==> config.mk <==
export PLATFORM = sky130hd
export DESIGN_NAME = isq_sequencer
export DESIGN_NICKNAME = d
export VERILOG_FILES = /design/src/inc/isq_pkg.sv /design/src/verilog/isq_sequencer.sv
export SDC_FILE = /design/constraint.sdc
export NUM_CORES = 1
export LEC_CHECK = 0
export BUFFER_PORTS_ARGS = -buffer_cell sky130_fd_sc_hd__buf_2
export CAP_MARGIN = 15
export CORE_ASPECT_RATIO = 1.2
export CORE_MARGIN = 2
export CORE_UTILIZATION = 40
export CTS_CLUSTER_SIZE = 25
export DETAILED_ROUTE_END_ITERATION = 12
export GPL_ROUTABILITY_DRIVEN = 0
export HOLD_SLACK_MARGIN = 0.05
export PLACE_DENSITY_LB_ADDON = 0.1
export SLEW_MARGIN = 0
export SYNTH_ARGS = -nofsm -noshare
export SYNTH_HDL_FRONTEND = slang
export SYNTH_SLANG_ARGS = --single-unit
==> constraint.sdc <==
create_clock -name clk_sys -period 1.2 [get_ports clk_sys]
set_input_delay 0.06 -clock clk_sys [delete_from_list [all_inputs] [get_ports clk_sys]]
set_output_delay 0.06 -clock clk_sys [all_outputs]
set_load 0.02 [all_outputs]
==> src/inc/isq_pkg.sv <==
package isq_pkg;

  // ---------------------------------------------------------------
  // Timing
  // ---------------------------------------------------------------
  localparam int unsigned ENTRY_CYCLES = 11;
  localparam logic [3:0]  ENTRY_LAST   = 4'(ENTRY_CYCLES - 1);

  // ---------------------------------------------------------------
  // Timer control bit positions and reset values
  // ---------------------------------------------------------------
  localparam int unsigned TCR_REQ_BIT  = 7;
  localparam int unsigned TCR_MASK_BIT = 6;
  localparam logic        REQ_RESET    = 1'b0;
  localparam logic        MASK_RESET   = 1'b1;

  // ---------------------------------------------------------------
  // Vector addresses (defaults, 11-bit program space)
  // ---------------------------------------------------------------
  localparam logic [10:0] VEC_TIMER = 11'h7f8;
  localparam logic [10:0] VEC_EXT   = 11'h7fa;
  localparam logic [10:0] VEC_SOFT  = 11'h7fc;

  // ---------------------------------------------------------------
  // Types
  // ---------------------------------------------------------------
  typedef enum logic [1:0] {
    ISQ_SRC_NONE  = 2'b00,
    ISQ_SRC_EXT   = 2'b01,
    ISQ_SRC_TIMER = 2'b10,
    ISQ_SRC_SOFT  = 2'b11
  } isq_src_e;

  typedef enum logic [1:0] {
    ISQ_RUN   = 2'b00,
    ISQ_ENTRY = 2'b01,
    ISQ_RET   = 2'b10
  } isq_state_e;

  // Core status presented at each instruction boundary
  typedef struct packed {
    logic instr_done;
    logic soft_trap_instr;
    logic return_from_irq_instr;
    logic cc_mask;
  } isq_core_s;

  // Entry sequence outputs to the core
  typedef struct packed {
    logic        stack_push;
    logic        set_mask;
    logic        vec_load;
    logic [10:0] vec_addr;
  } isq_entry_s;

endpackage : isq_pkg

==> src/verilog/isq_sequencer.sv <==
`timescale 1ns/10ps
`default_nettype none

// What this block does
// - Accepts external pin, timer request and software trap as interrupt sources.
// - Lets the current instruction, even a trap, finish before entry starts.
// - Pushes the complete CPU register state onto the stack on entry.
// - Sets the condition code interrupt mask bit during entry.
// - Loads the start address from the source's vector, then runs the routine.
// - Stacking, mask setting and vector fetch take exactly eleven cycles.
// - Return-from-interrupt restores stacked state and resumes the program.
// - Hardware requests never abort an instruction; they stay pending.
// - At each boundary, a trap or unmasked pending request starts entry; else a return unstacks, else next fetch.
// - Masked requests stay latched until the mask permits service.
// - External request wins over timer request at the same boundary.
// - Software trap always enters, whatever the mask bit.
// - External pin is synchronised; each falling edge latches a request.
// - Edge logic re-arms only after seeing the opposite level.
// - External pin level is readable by conditional branch logic.
// - Timer request flag sets on counter reaching zero; reset or software clears.
// - Timer mask bit blocks the timer request; reset sets it.
module isq_sequencer (
  input  wire logic                 clk_sys,
  input  wire logic                 rst,
  input  wire logic                 irq_n_pin,
  input  wire logic                 timer_zero,
  input  wire logic                 tcr_wr,
  input  wire logic [7:0]           tcr_wdata,
  input  wire isq_pkg::isq_core_s   core,
  output var  isq_pkg::isq_entry_s  entry,
  output logic                      unstack,
  output logic                      fetch_next,
  output logic                      busy,
  output logic [1:0]                src_taken,
  output logic                      irq_pin_level,
  output logic                      timer_req_flag,
  output logic                      timer_req_mask
);

  // ---------------------------------------------------------------
  // Pin synchroniser and edge detect
  // ---------------------------------------------------------------
  logic [2:0] pin_sync_q;
  logic       pin_level_q;
  logic       ext_pend_q;
  logic       pin_agree;
  logic       pin_fall;

  always_ff @(posedge clk_sys) begin
    if (rst) begin
      pin_sync_q <= 3'h7;
    end else begin
      pin_sync_q <= {pin_sync_q[1:0], irq_n_pin};
    end
  end

  // Stage 0 feeds only stage 1; stages 1 and 2 must agree before a change counts
  assign pin_agree = (pin_sync_q[1] == pin_sync_q[2]);
  // Re-arm: a fall only counts once the filtered level was high
  assign pin_fall  = pin_agree && !pin_sync_q[2] && pin_level_q;

  always_ff @(posedge clk_sys) begin
    if (rst) begin
      pin_level_q <= 1'b1;
    end else if (pin_agree) begin
      pin_level_q <= pin_sync_q[2];
    end
  end

  assign irq_pin_level = pin_level_q;

  // ---------------------------------------------------------------
  // Sequencer state
  // ---------------------------------------------------------------
  isq_pkg::isq_state_e state_q;
  isq_pkg::isq_src_e   src_q;
  logic [3:0]          cnt_q;

  wire boundary   = (state_q == isq_pkg::ISQ_RUN) && core.instr_done;
  wire tmr_active = timer_req_flag && !timer_req_mask;
  wire hw_ok      = !core.cc_mask;
  wire take_soft  = boundary && core.soft_trap_instr;
  wire take_ext   = boundary && !core.soft_trap_instr && hw_ok && ext_pend_q;
  wire take_tmr   = boundary && !core.soft_trap_instr && hw_ok && !ext_pend_q
                    && tmr_active;
  wire take_any   = take_soft || take_ext || take_tmr;
  wire take_ret   = boundary && core.return_from_irq_instr && !core.soft_trap_instr;
  wire last_cnt   = (cnt_q == isq_pkg::ENTRY_LAST);

  isq_pkg::isq_src_e take_src;
  assign take_src = take_soft ? isq_pkg::ISQ_SRC_SOFT :
                    take_ext  ? isq_pkg::ISQ_SRC_EXT  :
                    take_tmr  ? isq_pkg::ISQ_SRC_TIMER : isq_pkg::ISQ_SRC_NONE;

  // ---------------------------------------------------------------
  // External request latch
  // ---------------------------------------------------------------
  // A new edge in the same cycle as service keeps the request pending
  always_ff @(posedge clk_sys) begin
    if (rst) begin
      ext_pend_q <= 1'b0;
    end else if (pin_fall) begin
      ext_pend_q <= 1'b1;
    end else if (take_ext) begin
      ext_pend_q <= 1'b0;
    end
  end

  // ---------------------------------------------------------------
  // Timer control bits
  // ---------------------------------------------------------------
  always_ff @(posedge clk_sys) begin
    if (rst) begin
      timer_req_flag <= isq_pkg::REQ_RESET;
      timer_req_mask <= isq_pkg::MASK_RESET;
    end else begin
      if (timer_zero) begin
        timer_req_flag <= 1'b1;
      end else if (tcr_wr) begin
        timer_req_flag <= tcr_wdata[isq_pkg::TCR_REQ_BIT];
      end
      if (tcr_wr) begin
        timer_req_mask <= tcr_wdata[isq_pkg::TCR_MASK_BIT];
      end
    end
  end

  // ---------------------------------------------------------------
  // Entry and return sequence
  // ---------------------------------------------------------------
  always_ff @(posedge clk_sys) begin
    if (rst) begin
      state_q <= isq_pkg::ISQ_RUN;
      src_q   <= isq_pkg::ISQ_SRC_NONE;
      cnt_q   <= 4'h0;
    end else begin
      unique case (state_q)
        isq_pkg::ISQ_RUN: begin
          cnt_q <= 4'h0;
          if (take_any) begin
            state_q <= isq_pkg::ISQ_ENTRY;
            src_q   <= take_src;
          end else if (take_ret) begin
            state_q <= isq_pkg::ISQ_RET;
          end
        end
        isq_pkg::ISQ_ENTRY: begin
          cnt_q <= cnt_q + 4'h1;
          if (last_cnt) begin
            state_q <= isq_pkg::ISQ_RUN;
          end
        end
        isq_pkg::ISQ_RET: begin
          state_q <= isq_pkg::ISQ_RUN;
        end
        default: begin
          state_q <= isq_pkg::ISQ_RUN;
        end
      endcase
    end
  end

  // ---------------------------------------------------------------
  // Outputs to the core
  // ---------------------------------------------------------------
  wire in_entry = (state_q == isq_pkg::ISQ_ENTRY);

  // Push phase occupies the first five cycles: PC low, PC high, X, A, CC
  assign entry.stack_push = in_entry && (cnt_q < 4'h5);
  assign entry.set_mask   = in_entry && (cnt_q == 4'h5);
  assign entry.vec_load   = in_entry && last_cnt;
  assign entry.vec_addr   = (src_q == isq_pkg::ISQ_SRC_SOFT)  ? isq_pkg::VEC_SOFT :
                            (src_q == isq_pkg::ISQ_SRC_EXT)   ? isq_pkg::VEC_EXT  :
                            isq_pkg::VEC_TIMER;
  assign unstack    = (state_q == isq_pkg::ISQ_RET);
  assign fetch_next = boundary && !take_any && !take_ret;
  assign busy       = (state_q != isq_pkg::ISQ_RUN);
  assign src_taken  = src_q;

endmodule : isq_sequencer

`default_nettype wire

==> results of run 1 <==
## final cells by class
cell class | instances | share of cell area
clock inverter | 1 | 0.00454
sequential | 15 | 0.283
timing repair buffer | 36 | 0.217
inverter | 7 | 0.0238
clock buffer | 3 | 0.0204
tap | 19 | 0.0215
multi-input combinational | 68 | 0.430
## layer usage
layer  part of all wire  vias up
met3              0.029        2
met4             0.0080        0
met5                  0        -
met1               0.43      328
li1                   -      363
met2               0.53       18
## layout by cell type (no fill, tap or decap), types with 5 or more instances in the layout
master / Yosys / final
buf_2: 0 / 20
dfxtp_1: 15 / 11
conb_1: 2 / 9
buf_4: 9 / 9
nand2_1: 8 / 7
nor2b_1: 6 / 6
dlygate4sd3_1: 0 / 6
inv_1: 7 / 5
nor2_1: 6 / 5
ha_1: 5 / 5
## state kept, by name (all words and copies together) (netlist names)
register        count
cnt_q               4
ext_pend_q          1
irq_pin_level       1
pin_sync_q          3
src_taken           2
state_q             2
timer_req_flag      1
timer_req_mask      1
## power by group
group          internal, mW  switching [mW]  total (mW)
sequential            0.517          0.0210       0.538
clock                 0.124           0.159       0.283
combinational        0.0958           0.132       0.228
total                 0.736           0.312        1.05
## worst max path at each step
stage / endpoint / start / slack (ps)
detailed placement: fetch_next / state_q[1] / 3
global route: fetch_next / state_q[0] / -240
global placement: fetch_next / state_q[1] / 10
floorplan: entry[12] / state_q[1] / 40
CTS: fetch_next / state_q[0] / -160
finish: fetch_next / state_q[0] / -150
## repair_timing
action / 4_1_cts / 5_1_grt
pin swaps: 1 / 6
setup buffers: 5 / 1
hold buffers: 7 / 0
hold endpoints to repair: 4 / 0
resized for setup: 11 / 12
endpoints found under the setup margin: 6 / 10
## kinds of logic after synthesis
| kind of cell | Yosys count | share of synthesized area |
|---|---|---|
| simple gates | 37 | 0.281 |
| fa+ha+maj | 5 | 0.0772 |
| flops | 15 | 0.370 |
| buf+inv | 18 | 0.134 |
| xor+xnor | 1 | 0.0108 |
| other cells | 2 | 0.00926 |
| compound gates | 16 | 0.117 |
## worst register-to-register path, stage by stage (launching register included)
cell	delay (ps)
dfxtp_4	380
nor4b_4	310
buf_4	180
inv_2	40
o21ai_2	130
a21oi_2	60
==> impl_metrics.toml, run 1 <==
[sta]
hold_viol = 0
setup_viol = 5
rsz0062_at_grt = "true"
period_needed_ps = 1350
fin_crit_sh = 1.13
timing.setup.tns_ps = -383
max_freq_mhz = 739
setup_ws_ps = -153
report.final.slew_viol_count = 0
finClkSkew_ps = 0.567
whs_ps = 50.5

[global_route]
grt_pass1_vias = 674
antenna_found_initial = 0
use_met2 = 0.260
overflow = 0
grt-busiest-layer = "met2"
grt_max_degree = 13
track_usage = 0.159
grt_util_met1 = 0.197
grt_pass1_wl_mm = 2.78
met3_usage = 0.0307

[cells_and_area]
fillers = 188
diodes = 0
fin_util = 0.590
syn2layout_area_growth_pct = 36.1
finalNetCount = 153
multi_input_area_um2 = 474
fin_area_um2 = 1100
fin_cells = 149
drive_above_1_share = 0.423
register_area_um2 = 313

[detailed_routing]
drtAntennaViolNets = 0
post_drt_wl_per_cell_um = 11.0
remaining_drc_errors = 0
routed_wirelength_mm = 1.63
drt_iter0_markers = 1
via_count = 711
viasPerCell = 4.77
dr.pass1.iters = 2

[synth]
synth_edf_count = 0
synth.area.top_cells = "dfxtp_1 (37%), buf_4 (8.3%), ha_1 (7.7%)"
synth_seq_cells = 15
synthDistinctLibCells = 32
synthCells = 94
synthArstFlopShare = 0
ys_warn_count = 0
yosys.area.top_type_share = 0.370
synth-seq-area-share = 0.370
syn-cell-area_um2 = 811
ys.flop_type = "dfxtp_1"
yosys.area.top_type = "dfxtp_1"
avgSynthCellArea_um2 = 8.63
synth_commonest_cells = "dfxtp_1 (15), buf_4 (9), nand2_1 (8)"
synthMostInstantiatedCell = "dfxtp_1"

[worst_hold_path]
worstHoldEndpoint = "timer_req_mask"
hold_class = "input port to flop"
holdPathStages = 3
min_from = "tcr_wr"

[worst_setup_path]
reg2reg_slack_ps = 0
rr_worst_depth = 5
crit_family = "simple AND/OR/NAND/NOR gates"
critPathKind = "flop to output port"
worst_path_max_delay_cell = "dfxtp_4"
crit_path_end_kind = "output port"
crit_chain = "nor4b_4 > o21ai_2 > nor2_2 > buf_6"
cp.required_ps = 1140
start_kind = "flop"
cp_max_fo = 7
crit_arrival_ps = 1290
max_stage_delay_ps = 380
r2r_start = "state_q[0]"
critPathBufInv = 1
r2r_end = "ext_pend_q"
cp_num_cells = 4

[clock_network]
cts.sinks = 15
tritoncts = "built"
clock_path_buffers = 2
clk_pin_slew_ps = 90
clockRootBuffer = "clkbuf_4"
clock_latency_ps = 280
cts-htree-levels = 1
numCtsBuffers = 3

[floorplan]
num_rows = 17
die_w_um = 45.1
die_y_um = 53.3
die_area_um2 = 2400
start_util = 0.433
ios = 39
design.core.area_um2 = 1870

[job]
cap_violations = 0

[power_and_ir_drop]
leakagePower_nw = 0.527
total_power_mw = 1.05
irDropWorstVdd_mv = 0.647
cellPowerDensity_nw_per_um2 = 950

[place]
dp_cells = 134
hpwl_mm = 1.12
io_buffers = 23
dpl_cell_area_um2 = 911
place_ws_ps = 3.04

[status]
status = "finished with violations"
failed_checks = "negative setup slack"
(Power assumes the default switching activity.)
==> inputs of run 2 (changes only) <==
--- a/config.mk
+++ b/config.mk
@@ -9,7 +9,8 @@
 export CAP_MARGIN = 15
 export CORE_ASPECT_RATIO = 1.2
 export CORE_MARGIN = 2
-export CORE_UTILIZATION = 40
+export CORE_UTILIZATION = 42
+export CTS_BUF_LIST = sky130_fd_sc_hd__clkbuf_8
 export CTS_CLUSTER_SIZE = 25
 export DETAILED_ROUTE_END_ITERATION = 12
 export GPL_ROUTABILITY_DRIVEN = 0
==> impl_metrics.toml, run 2 (synthesized netlist as in run 1, its figures left out) <==
[power_and_ir_drop]
internal_power_mw = 0.828
total_power_mw = 1.14
power.switching_mw = 0.308
comb_power_share = 0.183
p_sw_frac = 0.271
irDropWorstVdd_mv = 0.702
p_clk_frac = 0.343
sequentialPowerShare = 0.474
leakagePower_nw = 0.509
cellPowerDensity_nw_per_um2 = 1040

[cells_and_area]
diodes = 0
final_cell_mix = "buf_2 (19), dfxtp_1 (11), conb_1 (9)"
drive_above_1_share = 0.408
fin_util = 0.595
fillers = 173
largest_register = "cnt_q"
syn2layout_area_growth_pct = 34.3
top_regs = "cnt_q (4), pin_sync_q (3)"
largest_reg_flops = 4
mostFrequentLayoutCell = "buf_2"
finalNetCount = 148
fin_cells = 144

[detailed_routing]
routed_wirelength_mm = 1.52
drtAntennaViolNets = 0
dr.pass1.iters = 2
remaining_drc_errors = 0
drt_iter0_markers = 1
post_drt_wl_per_cell_um = 10.5
via_count = 694
viasPerCell = 4.82

[clock_network]
numCtsBuffers = 3
cts.sinks = 15
clock_latency_ps = 240
clockRootBuffer = "clkbuf_8"
cts-htree-levels = 1
clock_path_buffers = 2
tritoncts = "built"
clk_pin_slew_ps = 60

[worst_setup_path]
crit_chain = "nor4b_4 > o21ai_2 > nor2_2 > buf_6"
crit_path_end_kind = "output port"
worstSetupEndpoint = "fetch_next"
r2r_end = "cnt_q[3]"
start_kind = "flop"
r2r_start = "state_q[1]"
crit_arrival_ps = 1280
max_stage_delay_ps = 340
cp_max_fo = 5
worst_path_max_delay_cell = "dfxtp_2"
critPathLaunch = "state_q[1]"
critPathKind = "flop to output port"
rr_worst_depth = 4
reg2reg_slack_ps = 100
cp.required_ps = 1140

[floorplan]
design.core.area_um2 = 1830
die_y_um = 52.1
die_w_um = 44.1
ios = 39
die_area_um2 = 2300
start_util = 0.443
num_rows = 17

[sta]
whs_ps = 62.7
period_needed_ps = 1340
report.final.slew_viol_count = 0
setup_viol = 3
setup_ws_ps = -135
fin_crit_sh = 1.11
hold_viol = 0
timing.setup.tns_ps = -219
max_freq_mhz = 749
finClkSkew_ps = 4.91
rsz0062_at_grt = "true"

[global_route]
grt_pass1_vias = 603
overflow = 0
grt_pass1_wl_mm = 2.44
antenna_found_initial = 0
track_usage = 0.145
grt_max_degree = 13

[place]
io_buffers = 23
hpwl_mm = 1.09
dp_cells = 134

[status]
failed_checks = "negative setup slack"
status = "finished with violations"

[worst_hold_path]
hold_class = "input port to flop"

[job]
cap_violations = 0
## run 2: power by group through the flow
stage               registers (mW)  clock network [mW]  logic [mW]
floorplan                    0.562                   0       0.135
global placement             0.551                   0       0.180
detailed placement           0.552                   0       0.183
CTS                          0.540               0.407       0.198
global route                 0.543               0.425       0.231
finish                       0.539               0.390       0.208
## run 2: worst max-delay path: cells and delay by family, from the launching register on
family | cells | cell delay, ps
flops | 1 | 340
simple gates | 2 | 450
buf+inv | 1 | 120
compound gates | 1 | 120
## run 2: cell type report
cell class	count	area, um^2	area share
multi-input cells	68	477	0.438
inverters	7	31.3	0.0287
clock buffers	3	41.3	0.0379
repair buffers	31	199	0.183
well taps	19	23.8	0.0218
clock inverters	1	3.75	0.00345
flip-flops and latches	15	313	0.287
## run 2: per-stage QoR
stage	area (um^2)	setup slack, ps
floorplan	840	43.8
global placement	911	59.5
detailed placement	911	46.0
CTS	1020	-167
global route	1090	-210
finish	1090	-135
## run 2: repair_timing
| action | 4_1_cts | 5_1_grt |
|---|---|---|
| hold endpoints to repair | 3 | 0 |
| setup endpoints to repair | 5 | 6 |
| buffers inserted | 1 | 1 |
| hold buffers | 4 | 0 |
| pin swaps | 1 | 4 |
| resized for setup | 8 | 18 |
## run 2: routing by layer
metal / share of wire / track usage
met2: 0.50 / 0.250
met5: 0 / 0
met1: 0.43 / 0.162
met3: 0.053 / 0.0417
met4: 0.014 / 0.0606
## run 2: how the worst min path moves through the flow
stage | startpoint | end | slack [ps] | cells past startpoint
finish | tcr_wr | timer_req_mask | 60 | 2
global route | tcr_wr | timer_req_mask | 80 | 2
detailed placement | irq_n_pin | pin_sync_q[0] | 250 | 2
CTS | tcr_wr | timer_req_mask | 60 | 2
global placement | irq_n_pin | pin_sync_q[0] | 240 | 2
floorplan | irq_n_pin | pin_sync_q[0] | 160 | 1
